$ cat src/rtl/cimb_pkg.sv
package cimb_pkg;

	// Register offsets on the internal register port
	localparam logic [7:0] CIMB_FLAG0_ADDR = 8'h03;
	localparam logic [7:0] CIMB_FLAG1_ADDR = 8'h04;
	localparam logic [7:0] CIMB_FLAG2_ADDR = 8'h05;
	localparam logic [7:0] CIMB_CHARGE_STATUS_IRQ_MASK_ADDR = 8'h07;
	localparam logic [7:0] CIMB_FAULT_TEMP_IRQ_MASK_ADDR = 8'h08;
	localparam logic [7:0] CIMB_ADC_THERMISTOR_IRQ_MASK_ADDR = 8'h09;

	// Values after reset
	localparam logic [7:0] CIMB_CHARGE_STATUS_IRQ_MASK_RST = 8'h00;
	localparam logic [7:0] CIMB_FAULT_TEMP_IRQ_MASK_RST = 8'h00;
	localparam logic [7:0] CIMB_ADC_THERMISTOR_IRQ_MASK_RST = 8'h71;
	localparam logic [7:0] CIMB_FLAG_RST = 8'h00;
	localparam logic [7:0] CIMB_RDATA_RST = 8'h00;

	// Flag bits backed by an event source; the rest read as zero
	localparam logic [7:0] CIMB_FLAG0_IMPL = 8'h7F;
	localparam logic [7:0] CIMB_FLAG1_IMPL = 8'hBF;
	localparam logic [7:0] CIMB_FLAG2_IMPL = 8'hF1;

	// Field positions, charge-status bank
	localparam int CIMB_B0_CV = 6;
	localparam int CIMB_B0_DONE = 5;
	localparam int CIMB_B0_IINLIM = 4;
	localparam int CIMB_B0_SYSPPM = 3;
	localparam int CIMB_B0_VINPM = 2;
	localparam int CIMB_B0_THERM = 1;
	localparam int CIMB_B0_PGOOD = 0;

	// Field positions, fault/temperature bank
	localparam int CIMB_B1_OVP = 7;
	localparam int CIMB_B1_OCP = 5;
	localparam int CIMB_B1_UVLO = 4;
	localparam int CIMB_B1_COLD = 3;
	localparam int CIMB_B1_COOL = 2;
	localparam int CIMB_B1_WARM = 1;
	localparam int CIMB_B1_HOT = 0;

	// Field positions, ADC/thermistor bank
	localparam int CIMB_B2_ADC = 7;
	localparam int CIMB_B2_CMP1 = 6;
	localparam int CIMB_B2_CMP2 = 5;
	localparam int CIMB_B2_CMP3 = 4;
	localparam int CIMB_B2_OPEN = 0;

	typedef struct packed {
		logic [7:0] charge_status_irq_mask;
		logic [7:0] fault_temp_irq_mask;
		logic [7:0] adc_thermistor_irq_mask;
		logic [7:0] flag0;
		logic [7:0] flag1;
		logic [7:0] flag2;
		logic [7:0] rdata;
	} cimb_state_t;

endpackage : cimb_pkg

$ cat src/rtl/cimb_mask_bank.sv
`timescale 1ns/1ps

module cimb_mask_bank
	import cimb_pkg::*;
(
	// Clock and reset
	input wire logic sys_clk_i,
	input wire logic srst_i,
	// Register port
	input wire logic [7:0] reg_addr_i,
	input wire logic reg_wr_i,
	input wire logic reg_rd_i,
	input wire logic [7:0] reg_wdata_i,
	output logic [7:0] reg_rdata_o,
	// Charge-status events
	input wire logic constant_voltage_phase_event_i,
	input wire logic charge_done_event_i,
	input wire logic input_current_limit_event_i,
	input wire logic system_power_path_mgmt_event_i,
	input wire logic input_voltage_power_mgmt_event_i,
	input wire logic thermal_regulation_event_i,
	input wire logic input_power_good_event_i,
	// Fault and temperature events
	input wire logic input_overvoltage_event_i,
	input wire logic battery_overcurrent_event_i,
	input wire logic battery_undervoltage_event_i,
	input wire logic thermistor_cold_region_event_i,
	input wire logic thermistor_cool_region_event_i,
	input wire logic thermistor_warm_region_event_i,
	input wire logic thermistor_hot_region_event_i,
	// ADC and thermistor events
	input wire logic adc_ready_event_i,
	input wire logic comparator_one_alarm_event_i,
	input wire logic comparator_two_alarm_event_i,
	input wire logic comparator_three_alarm_event_i,
	input wire logic thermistor_open_event_i,
	// Interrupt
	output logic irq_o
);

	cimb_state_t state_q;
	cimb_state_t state_d;
	logic [7:0] ev0;
	logic [7:0] ev1;
	logic [7:0] ev2;
	logic [7:0] pend0;
	logic [7:0] pend1;
	logic [7:0] pend2;
	logic rd0;
	logic rd1;
	logic rd2;

	// Event vectors in flag-register order; reserved positions tie low
	assign ev0 = {1'b0,
		constant_voltage_phase_event_i,
		charge_done_event_i,
		input_current_limit_event_i,
		system_power_path_mgmt_event_i,
		input_voltage_power_mgmt_event_i,
		thermal_regulation_event_i,
		input_power_good_event_i};
	assign ev1 = {input_overvoltage_event_i,
		1'b0,
		battery_overcurrent_event_i,
		battery_undervoltage_event_i,
		thermistor_cold_region_event_i,
		thermistor_cool_region_event_i,
		thermistor_warm_region_event_i,
		thermistor_hot_region_event_i};
	assign ev2 = {adc_ready_event_i,
		comparator_one_alarm_event_i,
		comparator_two_alarm_event_i,
		comparator_three_alarm_event_i,
		3'b000,
		thermistor_open_event_i};

	assign rd0 = reg_rd_i && (reg_addr_i == CIMB_FLAG0_ADDR);
	assign rd1 = reg_rd_i && (reg_addr_i == CIMB_FLAG1_ADDR);
	assign rd2 = reg_rd_i && (reg_addr_i == CIMB_FLAG2_ADDR);

	// A set flag only reaches the interrupt while its mask bit is zero
	assign pend0 = state_q.flag0 & ~state_q.charge_status_irq_mask & CIMB_FLAG0_IMPL;
	assign pend1 = state_q.flag1 & ~state_q.fault_temp_irq_mask & CIMB_FLAG1_IMPL;
	assign pend2 = state_q.flag2 & ~state_q.adc_thermistor_irq_mask & CIMB_FLAG2_IMPL;

	always_comb
	begin
		state_d = state_q;
		// Flags latch regardless of mask; set wins over clear-on-read
		state_d.flag0 = ((rd0 ? 8'h00 : state_q.flag0) | ev0) & CIMB_FLAG0_IMPL;
		state_d.flag1 = ((rd1 ? 8'h00 : state_q.flag1) | ev1) & CIMB_FLAG1_IMPL;
		state_d.flag2 = ((rd2 ? 8'h00 : state_q.flag2) | ev2) & CIMB_FLAG2_IMPL;
		// Reserved mask bits are plain storage, as the host may write them
		if (reg_wr_i)
		begin
			unique case (reg_addr_i)
				CIMB_CHARGE_STATUS_IRQ_MASK_ADDR: state_d.charge_status_irq_mask = reg_wdata_i;
				CIMB_FAULT_TEMP_IRQ_MASK_ADDR: state_d.fault_temp_irq_mask = reg_wdata_i;
				CIMB_ADC_THERMISTOR_IRQ_MASK_ADDR: state_d.adc_thermistor_irq_mask = reg_wdata_i;
				default: state_d.charge_status_irq_mask = state_q.charge_status_irq_mask;
			endcase
		end
		// Read data is the value before this cycle's clear
		state_d.rdata = CIMB_RDATA_RST;
		if (reg_rd_i)
		begin
			unique case (reg_addr_i)
				CIMB_FLAG0_ADDR: state_d.rdata = state_q.flag0;
				CIMB_FLAG1_ADDR: state_d.rdata = state_q.flag1;
				CIMB_FLAG2_ADDR: state_d.rdata = state_q.flag2;
				CIMB_CHARGE_STATUS_IRQ_MASK_ADDR: state_d.rdata = state_q.charge_status_irq_mask;
				CIMB_FAULT_TEMP_IRQ_MASK_ADDR: state_d.rdata = state_q.fault_temp_irq_mask;
				CIMB_ADC_THERMISTOR_IRQ_MASK_ADDR: state_d.rdata = state_q.adc_thermistor_irq_mask;
				default: state_d.rdata = CIMB_RDATA_RST;
			endcase
		end
		else
		begin
			state_d.rdata = state_q.rdata;
		end
	end

	always_ff @(posedge sys_clk_i)
	begin
		if (srst_i)
		begin
			state_q.charge_status_irq_mask <= CIMB_CHARGE_STATUS_IRQ_MASK_RST;
			state_q.fault_temp_irq_mask <= CIMB_FAULT_TEMP_IRQ_MASK_RST;
			state_q.adc_thermistor_irq_mask <= CIMB_ADC_THERMISTOR_IRQ_MASK_RST;
			state_q.flag0 <= CIMB_FLAG_RST;
			state_q.flag1 <= CIMB_FLAG_RST;
			state_q.flag2 <= CIMB_FLAG_RST;
			state_q.rdata <= CIMB_RDATA_RST;
		end
		else
		begin
			state_q <= state_d;
		end
	end

	assign reg_rdata_o = state_q.rdata;
	// Level output; stays high until every unmasked flag is read away
	assign irq_o = |{pend0, pend1, pend2};

	// Mask writes in the same cycle change the gate one edge later
	logic wr_m0;
	logic wr_m1;
	logic wr_m2;
	assign wr_m0 = reg_wr_i && (reg_addr_i == CIMB_CHARGE_STATUS_IRQ_MASK_ADDR);
	assign wr_m1 = reg_wr_i && (reg_addr_i == CIMB_FAULT_TEMP_IRQ_MASK_ADDR);
	assign wr_m2 = reg_wr_i && (reg_addr_i == CIMB_ADC_THERMISTOR_IRQ_MASK_ADDR);

	property p_irq_cause;
		@(posedge sys_clk_i) disable iff (srst_i)
		irq_o |-> (|((state_q.flag0 & ~state_q.charge_status_irq_mask) | (state_q.flag1 & ~state_q.fault_temp_irq_mask)
			| (state_q.flag2 & ~state_q.adc_thermistor_irq_mask)));
	endproperty
	a_irq_cause: assert property (p_irq_cause) else $error("irq without unmasked flag");

	property p_all_masked;
		@(posedge sys_clk_i) disable iff (srst_i)
		(state_q.charge_status_irq_mask == 8'hFF && state_q.fault_temp_irq_mask == 8'hFF && state_q.adc_thermistor_irq_mask == 8'hFF) |-> !irq_o;
	endproperty
	a_all_masked: assert property (p_all_masked) else $error("irq while all masked");

	property p_cv;
		@(posedge sys_clk_i) disable iff (srst_i)
		(constant_voltage_phase_event_i && !state_q.charge_status_irq_mask[6] && !wr_m0) |=> irq_o;
	endproperty
	a_cv: assert property (p_cv) else $error("cv event lost");

	property p_done;
		@(posedge sys_clk_i) disable iff (srst_i)
		(charge_done_event_i && !state_q.charge_status_irq_mask[5] && !wr_m0) |=> irq_o;
	endproperty
	a_done: assert property (p_done) else $error("done event lost");

	property p_iinlim;
		@(posedge sys_clk_i) disable iff (srst_i)
		(input_current_limit_event_i && !state_q.charge_status_irq_mask[4] && !wr_m0) |=> irq_o;
	endproperty
	a_iinlim: assert property (p_iinlim) else $error("current limit event lost");

	property p_sysppm;
		@(posedge sys_clk_i) disable iff (srst_i)
		(system_power_path_mgmt_event_i && !state_q.charge_status_irq_mask[3] && !wr_m0) |=> irq_o;
	endproperty
	a_sysppm: assert property (p_sysppm) else $error("power path event lost");

	property p_vinpm;
		@(posedge sys_clk_i) disable iff (srst_i)
		(input_voltage_power_mgmt_event_i && !state_q.charge_status_irq_mask[2] && !wr_m0) |=> irq_o;
	endproperty
	a_vinpm: assert property (p_vinpm) else $error("input voltage event lost");

	property p_therm;
		@(posedge sys_clk_i) disable iff (srst_i)
		(thermal_regulation_event_i && !state_q.charge_status_irq_mask[1] && !wr_m0) |=> irq_o;
	endproperty
	a_therm: assert property (p_therm) else $error("thermal event lost");

	property p_pgood;
		@(posedge sys_clk_i) disable iff (srst_i)
		(input_power_good_event_i && !state_q.charge_status_irq_mask[0] && !wr_m0) |=> irq_o;
	endproperty
	a_pgood: assert property (p_pgood) else $error("power good event lost");

	property p_rst_low;
		@(posedge sys_clk_i)
		$past(srst_i) && !srst_i |-> (state_q.charge_status_irq_mask == 8'h00 && state_q.fault_temp_irq_mask == 8'h00);
	endproperty
	a_rst_low: assert property (p_rst_low) else $error("low masks not zero after reset");

	property p_ovp;
		@(posedge sys_clk_i) disable iff (srst_i)
		(input_overvoltage_event_i && !state_q.fault_temp_irq_mask[7] && !wr_m1) |=> irq_o;
	endproperty
	a_ovp: assert property (p_ovp) else $error("overvoltage event lost");

	property p_ocp;
		@(posedge sys_clk_i) disable iff (srst_i)
		(battery_overcurrent_event_i && !state_q.fault_temp_irq_mask[5] && !wr_m1) |=> irq_o;
	endproperty
	a_ocp: assert property (p_ocp) else $error("overcurrent event lost");

	property p_uvlo;
		@(posedge sys_clk_i) disable iff (srst_i)
		(battery_undervoltage_event_i && !state_q.fault_temp_irq_mask[4] && !wr_m1) |=> irq_o;
	endproperty
	a_uvlo: assert property (p_uvlo) else $error("undervoltage event lost");

	property p_cold;
		@(posedge sys_clk_i) disable iff (srst_i)
		(thermistor_cold_region_event_i && !state_q.fault_temp_irq_mask[CIMB_B1_COLD] && !wr_m1) |=> irq_o;
	endproperty
	a_cold: assert property (p_cold) else $error("cold event lost");

	property p_cool;
		@(posedge sys_clk_i) disable iff (srst_i)
		(thermistor_cool_region_event_i && !state_q.fault_temp_irq_mask[CIMB_B1_COOL] && !wr_m1) |=> irq_o;
	endproperty
	a_cool: assert property (p_cool) else $error("cool event lost");

	property p_warm;
		@(posedge sys_clk_i) disable iff (srst_i)
		(thermistor_warm_region_event_i && !state_q.fault_temp_irq_mask[CIMB_B1_WARM] && !wr_m1) |=> irq_o;
	endproperty
	a_warm: assert property (p_warm) else $error("warm event lost");

	property p_cold_masked;
		@(posedge sys_clk_i) disable iff (srst_i)
		(state_q.fault_temp_irq_mask == 8'h08 && state_q.flag1 == 8'h08 && state_q.flag0 == 8'h00
			&& state_q.flag2 == 8'h00) |-> !irq_o;
	endproperty
	a_cold_masked: assert property (p_cold_masked) else $error("cold passed its mask");

	property p_hot;
		@(posedge sys_clk_i) disable iff (srst_i)
		(thermistor_hot_region_event_i && !state_q.fault_temp_irq_mask[0] && !wr_m1) |=> irq_o;
	endproperty
	a_hot: assert property (p_hot) else $error("hot event lost");

	property p_adc;
		@(posedge sys_clk_i) disable iff (srst_i)
		(adc_ready_event_i && !state_q.adc_thermistor_irq_mask[7] && !wr_m2) |=> irq_o;
	endproperty
	a_adc: assert property (p_adc) else $error("adc event lost");

	property p_cmp1;
		@(posedge sys_clk_i) disable iff (srst_i)
		(comparator_one_alarm_event_i && !state_q.adc_thermistor_irq_mask[CIMB_B2_CMP1] && !wr_m2) |=> irq_o;
	endproperty
	a_cmp1: assert property (p_cmp1) else $error("comparator one event lost");

	property p_cmp2;
		@(posedge sys_clk_i) disable iff (srst_i)
		(comparator_two_alarm_event_i && !state_q.adc_thermistor_irq_mask[5] && !wr_m2) |=> irq_o;
	endproperty
	a_cmp2: assert property (p_cmp2) else $error("comparator two event lost");

	property p_cmp3;
		@(posedge sys_clk_i) disable iff (srst_i)
		(comparator_three_alarm_event_i && !state_q.adc_thermistor_irq_mask[CIMB_B2_CMP3] && !wr_m2) |=> irq_o;
	endproperty
	a_cmp3: assert property (p_cmp3) else $error("comparator three event lost");

	property p_open;
		@(posedge sys_clk_i) disable iff (srst_i)
		(thermistor_open_event_i && !state_q.adc_thermistor_irq_mask[0] && !wr_m2) |=> irq_o;
	endproperty
	a_open: assert property (p_open) else $error("thermistor open event lost");

	property p_rst_adc;
		@(posedge sys_clk_i)
		$past(srst_i) && !srst_i |-> state_q.adc_thermistor_irq_mask == 8'h71;
	endproperty
	a_rst_adc: assert property (p_rst_adc) else $error("adc mask reset value wrong");

	property p_clear_on_read;
		@(posedge sys_clk_i) disable iff (srst_i)
		(rd1 && ev1 == 8'h00) |=> (state_q.flag1 == 8'h00 && reg_rdata_o == $past(state_q.flag1));
	endproperty
	a_clear_on_read: assert property (p_clear_on_read) else $error("flag read did not clear");

	property p_set_wins;
		@(posedge sys_clk_i) disable iff (srst_i)
		(rd0 && charge_done_event_i) |=> state_q.flag0[CIMB_B0_DONE];
	endproperty
	a_set_wins: assert property (p_set_wins) else $error("event lost to read clear");

	property p_masked_latch;
		@(posedge sys_clk_i) disable iff (srst_i)
		(comparator_one_alarm_event_i && state_q.adc_thermistor_irq_mask[6]) |=> state_q.flag2[6];
	endproperty
	a_masked_latch: assert property (p_masked_latch) else $error("masked flag not latched");

	c_irq_rise: cover property (@(posedge sys_clk_i) disable iff (srst_i) $rose(irq_o));
	c_read_clear: cover property (@(posedge sys_clk_i) disable iff (srst_i)
		irq_o ##1 rd0 ##1 !irq_o);
	c_masked_event: cover property (@(posedge sys_clk_i) disable iff (srst_i)
		thermistor_open_event_i && state_q.adc_thermistor_irq_mask[0]);
	c_mask_write: cover property (@(posedge sys_clk_i) disable iff (srst_i)
		wr_m1 ##1 state_q.fault_temp_irq_mask != 8'h00);
	// Event and clear-on-read in one cycle; the event must survive
	c_set_wins: cover property (@(posedge sys_clk_i) disable iff (srst_i)
		rd0 && charge_done_event_i);

endmodule : cimb_mask_bank

$ cat config.mk
export PLATFORM = sky130hd
export DESIGN_NAME = cimb_mask_bank
export DESIGN_NICKNAME = d
export VERILOG_FILES = /design/src/rtl/cimb_pkg.sv /design/src/rtl/cimb_mask_bank.sv
export SDC_FILE = /design/constraint.sdc
export NUM_CORES = 1
export LEC_CHECK = 0
export ABC_AREA = 1
export BUFFER_PORTS_ARGS = -buffer_cell sky130_fd_sc_hd__clkbuf_2
export CORE_MARGIN = 4
export CORE_UTILIZATION = 49
export DETAILED_ROUTE_END_ITERATION = 6
export GPL_TIMING_DRIVEN = 0
export HOLD_SLACK_MARGIN = 0.02
export PLACE_DENSITY_LB_ADDON = 0.12
export SETUP_SLACK_MARGIN = 0.1
export SYNTH_ARGS = -nofsm -noshare
export SYNTH_HDL_FRONTEND = slang
export SYNTH_SLANG_ARGS = --single-unit
$ cat constraint.sdc
create_clock -name sys_clk_i -period 1 [get_ports sys_clk_i]
set_input_delay 0.2 -clock sys_clk_i [delete_from_list [all_inputs] [get_ports sys_clk_i]]
set_output_delay 0.2 -clock sys_clk_i [all_outputs]
set_load 0.05 [all_outputs]
Yosys cells after proc, flatten, opt, wreduce, memory -nomap -nowiden --
Cells that the tools add are included.
Storage, ports and cells: memories kept 0, register bits 55, memory bits (writable) 0, ROM bits 0, input bits 39, latch bits 0, output and inout bits 9
Cells by class: muxes and demuxes 4, add/subtract/negate cells 0, eq/ne operators 6, div/mod/pow operators 0, multipliers 0, magnitude comparators 0, bitwise operators 9, reduce and logical (&&, ||, !) cells 7, shift-type cells 0
Operators by type and width (number):
- 8-bit one-hot mux with 6 select lines | 1
- 8-bit by 3-bit == test with 1-bit output, second input constant | 3
- 19-bit OR reduction | 1
- 8-bit AND | 2
- 8-bit by 4-bit == test with 1-bit output, second input constant | 2
- 8-bit 2-to-1 mux | 2
- 8-bit NOT | 2
- 8-bit OR | 2
- 8-bit by 2-bit == test with 1-bit output, second input constant | 1
- 7-bit AND | 1
- 7-bit 2-to-1 mux | 1
- 7-bit NOT | 1
- 7-bit OR | 1
- 2-bit AND reduction | 3
- 1-bit logical AND | 3

Depth between registers and ports, before layout --
Gate-level depths: netlist of run 1.
depth in word-level cells 4, gate-level depth with buffers 10, gate-level depth less buffers 9

Least setup slack after synthesis of run 1 --
No wires, ideal clock.
kind reg2out, from register state_q[47] in the netlist's numbering, to output port irq_o, data required time 0.800 ns, path slack -0.294 ns, stages on the path, launching flop included 5, arrival time 1.094 ns, path buffers 0, cell sequence dfxtp_1 inv_1 a22o_1 nor3_1 nand3_1
On the way: longest elaborated chain between the ends 3
Ends and longest elaborated chain:
- from (decl) | line cimb_mask_bank.sv:41 | cimb_state_t state_q;
- from (signal assigned) | line cimb_mask_bank.sv:137 | state_q <= state_d;
- 8-bit NOT | line cimb_mask_bank.sv:83 | assign pend1 = state_q.flag1 & ~state_q.fault_temp_irq_mask & CIMB_FLAG1_IMPL;
- 8-bit AND | line cimb_mask_bank.sv:83
- 19-bit OR reduction | line cimb_mask_bank.sv:143 | assign irq_o = |{pend0, pend1, pend2};
- to (decl) | line cimb_mask_bank.sv:38 | output logic irq_o
No other way between the ends.

Worst setup path after layout of run 1 --
from register state_q[53] in the netlist's numbering, to output port irq_o
On the way: longest elaborated chain between the ends 3
Ends and longest elaborated chain:
- 7-bit NOT | line cimb_mask_bank.sv:82 | assign pend0 = state_q.flag0 & ~state_q.charge_status_irq_mask & CIMB_FLAG0_IMPL;
- 7-bit AND | line cimb_mask_bank.sv:82
- 19-bit OR reduction | line cimb_mask_bank.sv:143
No other way between the ends.

==> results of run 1 <==
power by group:
part	internal, mW	switching [mW]	leakage (nW)
clock network	0.735	0.669	0.0513
logic	0.304	0.415	1.20
registers	2.10	0.0757	0.426
layout by cell type, fill, tap and decap left out, types with 3 or more instances in the layout:
| cell type | n |
|---|---|
| dfxtp_1 | 33 |
| buf_12 | 4 |
| o21ai_0 | 4 |
| a21oi_2 | 28 |
| clkbuf_1 | 3 |
| buf_4 | 14 |
| nand2_4 | 9 |
| nand2_2 | 12 |
| dfxtp_2 | 18 |
| clkbuf_16 | 9 |
| buf_6 | 15 |
| a21oi_1 | 10 |
| inv_1 | 25 |
| nor3_4 | 3 |
| buf_8 | 5 |
| nor3_2 | 7 |
| nand3_2 | 21 |
| clkbuf_8 | 6 |
| clkbuf_2 | 32 |
| inv_2 | 7 |
| o211ai_1 | 3 |
| nor2_1 | 40 |
| nand2_8 | 4 |
| nand3_4 | 5 |
| o21ai_2 | 20 |
| nand3_1 | 7 |
| nor2_4 | 9 |
| inv_8 | 3 |
| nand2_1 | 12 |
| o21ai_1 | 9 |
| o22ai_2 | 3 |
critical path: stages (launching register included):
cell     delay [ps]
dfxtp_1         340
inv_1           100
nand2_1         120
o21ai_1         130
nor3_4          200
nand3_4         100
buf_8           160
metrics by stage:
| step | cells | area [µm²] | setup slack (ps) | total power, mW | setup TNS (ps) |
|---|---|---|---|---|---|
| after floorplan | 329 | 2790 | -135.6 | 2.505 | -1901 |
| after global placement | 442 | 3104 | -466.7 | 2.689 | -18150 |
| after detailed placement | 442 | 3104 | -480.8 | 2.699 | -18870 |
| after CTS | 459 | 3769 | -642.8 | 4.165 | -1131 |
| after global routing | 471 | 4135 | -737.3 | 4.460 | -4432 |
| final | 471 | 4135 | -654.3 | 4.294 | -2555 |
metal layers:
metal	up-vias	global-route usage, %	routed length (µm)
met3	60	3.968	770
li1	1240	-	-
met5	-	0	0
met2	187	45.50	4714
met1	1345	32.39	3217
met4	0	9.441	470
synth_stat cells (all sizes together):
master | number | area share (%)
o2111ai | 2 | 0.71
nor2 | 51 | 11
o21bai | 1 | 0.31
dfxtp | 51 | 42
clkbuf | 6 | 0.92
o21ai | 35 | 7.1
o211ai | 3 | 0.92
nor3 | 12 | 2.4
a221oi | 1 | 0.36
a21oi | 38 | 7.9
inv | 41 | 6.3
o22ai | 4 | 1.3
nand3 | 33 | 7.3
buf | 13 | 4.5
a22o | 1 | 0.36
nand2 | 37 | 7.2
cell type report:
class	instances	area (µm²)	area share, %
Timing Repair Buffer	74	792.0	19.15
Clock buffer	6	72.57	1.755
Buffer	12	111.4	2.693
Inverter	41	222.7	5.386
Tap cell	67	83.83	2.027
Sequential cell	51	1044	25.23
Multi-Input combinational cell	219	1779	43.03
Clock inverter	1	30.03	0.7262
final timing paths:
kind	from	end	slack [ps]	cells past startpoint
setup / recovery	state_q[53]	irq_o	-650	6
hold / removal	thermistor_open_event_i	state_q[8]	100	3
setup reg to reg	state_q[52]	reg_rdata_o[4]	-10	4
hold reg to reg	state_q[49]	state_q[49]	470	2
timing repair:
item | 4_1_cts | 5_1_grt
cloned | 6 | 0
buffers inserted | 11 | 13
endpoints found under the setup margin | 60 | 60
hold buffers | 0 | 0
resized for setup | 95 | 90
pin swaps | 33 | 44
logic make-up (layout without fill, tap and decap cells):
| group | count (synthesis) | count (layout) | share of synthesized area, % |
|---|---|---|---|
| AO/OA/AOI/OAI | 85 | 85 | 18.95 |
| buffers and inverters | 60 | 134 | 11.67 |
| flip-flops | 51 | 51 | 41.57 |
| AND/OR/NAND/NOR | 133 | 134 | 27.81 |
sequential cells by signal (all words and copies together) (netlist names):
signal	count
reg_rdata_o	8
state_q	43
==> impl_metrics.py, run 1 <==
metrics = {
    "route": {
        "antenna_left": 0,
        "vias": 2832,
        "drtIter0Drc": 409,
        "dr.pass1.iters": 6,
        "route.detailed.drc": 0,
        "wire_per_inst_um": 19.47,
        "postRouteWirelength_mm": 9.172,
        "post_drt_via_cell_ratio": 6.013,
    },
    "placement": {
        "gp_congestion": 0.8420,
        "dp_hpwl_mm": 5.089,
        "portBuffers": 46,
    },
    "worst_setup_path": {
        "cp_data_required_time_ps": 800,
        "crit_path_start_kind": "register",
        "critPathArrivalTime_ps": 1450,
        "path_class": "register to primary output",
        "cp-end-kind": "primary output",
        "cp_max_fo": 3,
    },
    "clock_network": {
        "clkTransAtPathRegs_ps": 100,
        "clockRootBuffer": "clkbuf_8",
        "numClockSinks": 51,
        "cts_buffers": 5,
        "htree_num_levels": 2,
        "clk-insertion-delay-late_ps": 310,
        "cts_tree": "yes",
        "clk_path_buf_depth": 2,
    },
    "finish": {
        "nets": 443,
        "syn2layout_area_growth_pct": 68.36,
        "post-route-util_pct": 86.41,
        "antenna_cells": 0,
        "fillCellCount": 238,
        "final_layout_size_suffix_gt1_share_pct": 62.62,
    },
    "sta": {
        "drv_slew": 0,
        "hold_violations": 0,
        "timing.final.crit_share_pct": 165.4,
        "fin_skew_ps": 11.47,
        "maxClockFrequency_mhz": 604.5,
        "rsz0062_at_grt": "true",
        "relSlewSlack_pct": 67.12,
        "whs_ps": 100.7,
        "worst_pin_slew_ps": 493.2,
        "layout_setup_ws_ps": -654.3,
        "min_period_ps": 1654,
        "setup_viol": 45,
    },
    "die": {
        "start_util_pct": 51.32,
        "core_area_mm2": 0.004786,
        "ios": 48,
        "die-area_mm2": 0.006209,
        "dieWidth_um": 78.80,
        "rows": 25,
        "die_y_um": 78.80,
    },
    "global_routing": {
        "grt_pass1_wl_mm": 12.62,
        "grt_max_degree": 15,
        "track_usage_pct": 26.06,
        "grt_pass1_vias": 2544,
        "antenna_found_initial": 0,
        "overflow": 0,
    },
    "power_and_ir_drop": {
        "ir_drop_uv": 1086,
        "leakagePower_nw": 1.677,
        "power_density_mw_per_mm2": 1038,
    },
    "synth": {
        "synth-seq-cells": 51,
        "syn_nets": 368,
        "ys_seq_area_share_pct": 41.57,
        "synth_warnings": 0,
        "ys_types": 28,
        "netlist_instances": 329,
        "syn_area_per_cell_um2": 7.465,
        "netlist_area_mm2": 0.002456,
    },
    "outcome": {
        "violations": "setup timing",
        "status": "finished with violations",
    },
    "job": {
        "maxCapViolCount": 0,
    },
    "hold_path": {
        "min_path_type": "input pin to register",
    },
}
No activity file was read; power rests on OpenSTA's default activity.
==> inputs of run 2 (changes only) <==
--- a/config.mk
+++ b/config.mk
@@ -13,7 +13,7 @@
 export GPL_TIMING_DRIVEN = 0
 export HOLD_SLACK_MARGIN = 0.02
 export PLACE_DENSITY_LB_ADDON = 0.12
-export SETUP_SLACK_MARGIN = 0.1
+export SETUP_SLACK_MARGIN = 0.4
 export SYNTH_ARGS = -nofsm -noshare
 export SYNTH_HDL_FRONTEND = slang
 export SYNTH_SLANG_ARGS = --single-unit
==> impl_metrics.py, run 2 (synthesized netlist as in run 1, its figures left out) <==
metrics = {
    "finish": {
        "fillCellCount": 235,
        "final_layout_size_suffix_gt1_share_pct": 62.72,
        "syn2layout_area_growth_pct": 69.79,
        "antenna_cells": 0,
        "regArea_mm2": 0.001041,
        "fin_area_mm2": 0.004170,
        "largest_reg_flops": 43,
        "nets": 444,
        "final_common_cell": "nor2_1",
        "stdcell_count": 472,
        "multi_input_area_mm2": 0.001737,
        "top_register": "state_q",
        "most-common-layout-cells": "nor2_1 (36), clkbuf_2 (35), dfxtp_1 (35), a21oi_2 (30), inv_1 (25)",
    },
    "route": {
        "antenna_left": 0,
        "wire_per_inst_um": 21.03,
        "post_drt_via_cell_ratio": 6.064,
        "dr.pass1.iters": 7,
        "route.detailed.drc": 0,
        "vias": 2862,
        "postRouteWirelength_mm": 9.926,
        "drtIter0Drc": 272,
    },
    "worst_setup_path": {
        "cp-end-kind": "primary output",
        "crit_path_start_kind": "register",
        "cp_max_fo": 3,
        "path_class": "register to primary output",
        "critPathArrivalTime_ps": 1520,
        "cp_data_required_time_ps": 800,
    },
    "die": {
        "ios": 48,
        "core_area_mm2": 0.004786,
        "start_util_pct": 51.32,
        "dieWidth_um": 78.80,
        "rows": 25,
        "die_y_um": 78.80,
        "die-area_mm2": 0.006209,
    },
    "global_routing": {
        "track_usage_pct": 28.44,
        "overflow": 0,
        "grt_pass1_wl_mm": 13.63,
        "antenna_found_initial": 0,
        "grt_max_degree": 15,
        "grt_pass1_vias": 2742,
    },
    "sta": {
        "hold_violations": 0,
        "setup_viol": 57,
        "rsz0062_at_grt": "true",
        "relSlewSlack_pct": 63.92,
        "maxClockFrequency_mhz": 582.4,
        "drv_slew": 0,
        "fin_skew_ps": 10.95,
        "timing.final.crit_share_pct": 171.7,
        "whs_ps": 97.33,
        "worst_pin_slew_ps": 541.2,
        "min_period_ps": 1717,
        "layout_setup_ws_ps": -717.0,
    },
    "power_and_ir_drop": {
        "leakagePower_nw": 1.679,
        "ir_drop_uv": 990.4,
        "power_density_mw_per_mm2": 1032,
    },
    "placement": {
        "portBuffers": 46,
        "dp_hpwl_mm": 5.065,
        "place_ws_ps": -463.1,
        "gp_congestion": 0.8421,
        "placed_area_mm2": 0.003144,
        "placedCellCount": 442,
    },
    "clock_network": {
        "cts_hold_buf": 0,
        "clk_path_buf_depth": 2,
        "cts_tree": "yes",
        "numClockSinks": 51,
        "htree_num_levels": 2,
        "clockRootBuffer": "clkbuf_8",
        "clk-insertion-delay-late_ps": 310,
        "cts_buffers": 5,
        "clkTransAtPathRegs_ps": 100,
    },
    "hold_path": {
        "min_path_type": "input pin to register",
    },
    "job": {
        "maxCapViolCount": 0,
    },
    "outcome": {
        "violations": "setup timing",
        "status": "finished with violations",
    },
}
==> run 2: through the flow <==
stage / util, % / setup TNS (ps) / power (mW)
4_1_cts: 82.27 / -2136 / 4.184
3_3_place_gp: 65.70 / -18090 / 2.695
3_5_place_dp: 65.70 / -19130 / 2.704
5_1_grt: 87.14 / -7786 / 4.450
6_report: 87.14 / -5477 / 4.303
2_1_floorplan: - / -1943 / 2.511
==> run 2: repair_timing <==
action,in CTS,in global routing
setup endpoints to repair,60,60
setup buffers,15,3
gates resized for setup,105,59
gates cloned,5,0
pin swaps,31,27
==> run 2: area by class of cell <==
cell class,instances,share of cell area (%)
inverter,41,5.010
multi-input combinational,218,41.64
clock buffer,6,1.740
tap,67,2.010
sequential,51,24.96
clock inverter,1,0.7201
timing repair buffer,69,18.99
buffer,19,4.920
==> run 2: worst paths after layout <==
kind / from / to / slack [ps] / cells after the start
setup / recovery: state_q[40] / irq_o / -720 / 4
hold / removal: adc_ready_event_i / state_q[15] / 100 / 3
setup reg to reg: state_q[23] / reg_rdata_o[7] / -60 / 6
hold reg to reg: state_q[49] / state_q[49] / 480 / 2
==> run 2: critical path: stages (launching register included) <==
cell and delay [ps]:
dfxtp_1 430, o21ai_0 170, nor3_2 310, nand3_4 110, clkbuf_16 180
==> run 2: routing by layer <==
metal / routed length (µm) / track usage (%) / vias to the layer above
met4: 605 / 13.99 / 0
met2: 4857 / 49.15 / 194
met5: 0 / 0 / -
li1: - / - / 1237
met3: 784 / 4.989 / 68
met1: 3680 / 33.90 / 1363
==> run 2: power by group <==
| part | leakage (nW) | internal (mW) | switching [mW] |
|---|---|---|---|
| clock | 0.0513 | 0.735 | 0.679 |
| sequential | 0.425 | 2.09 | 0.0816 |
| combinational | 1.20 | 0.305 | 0.409 |
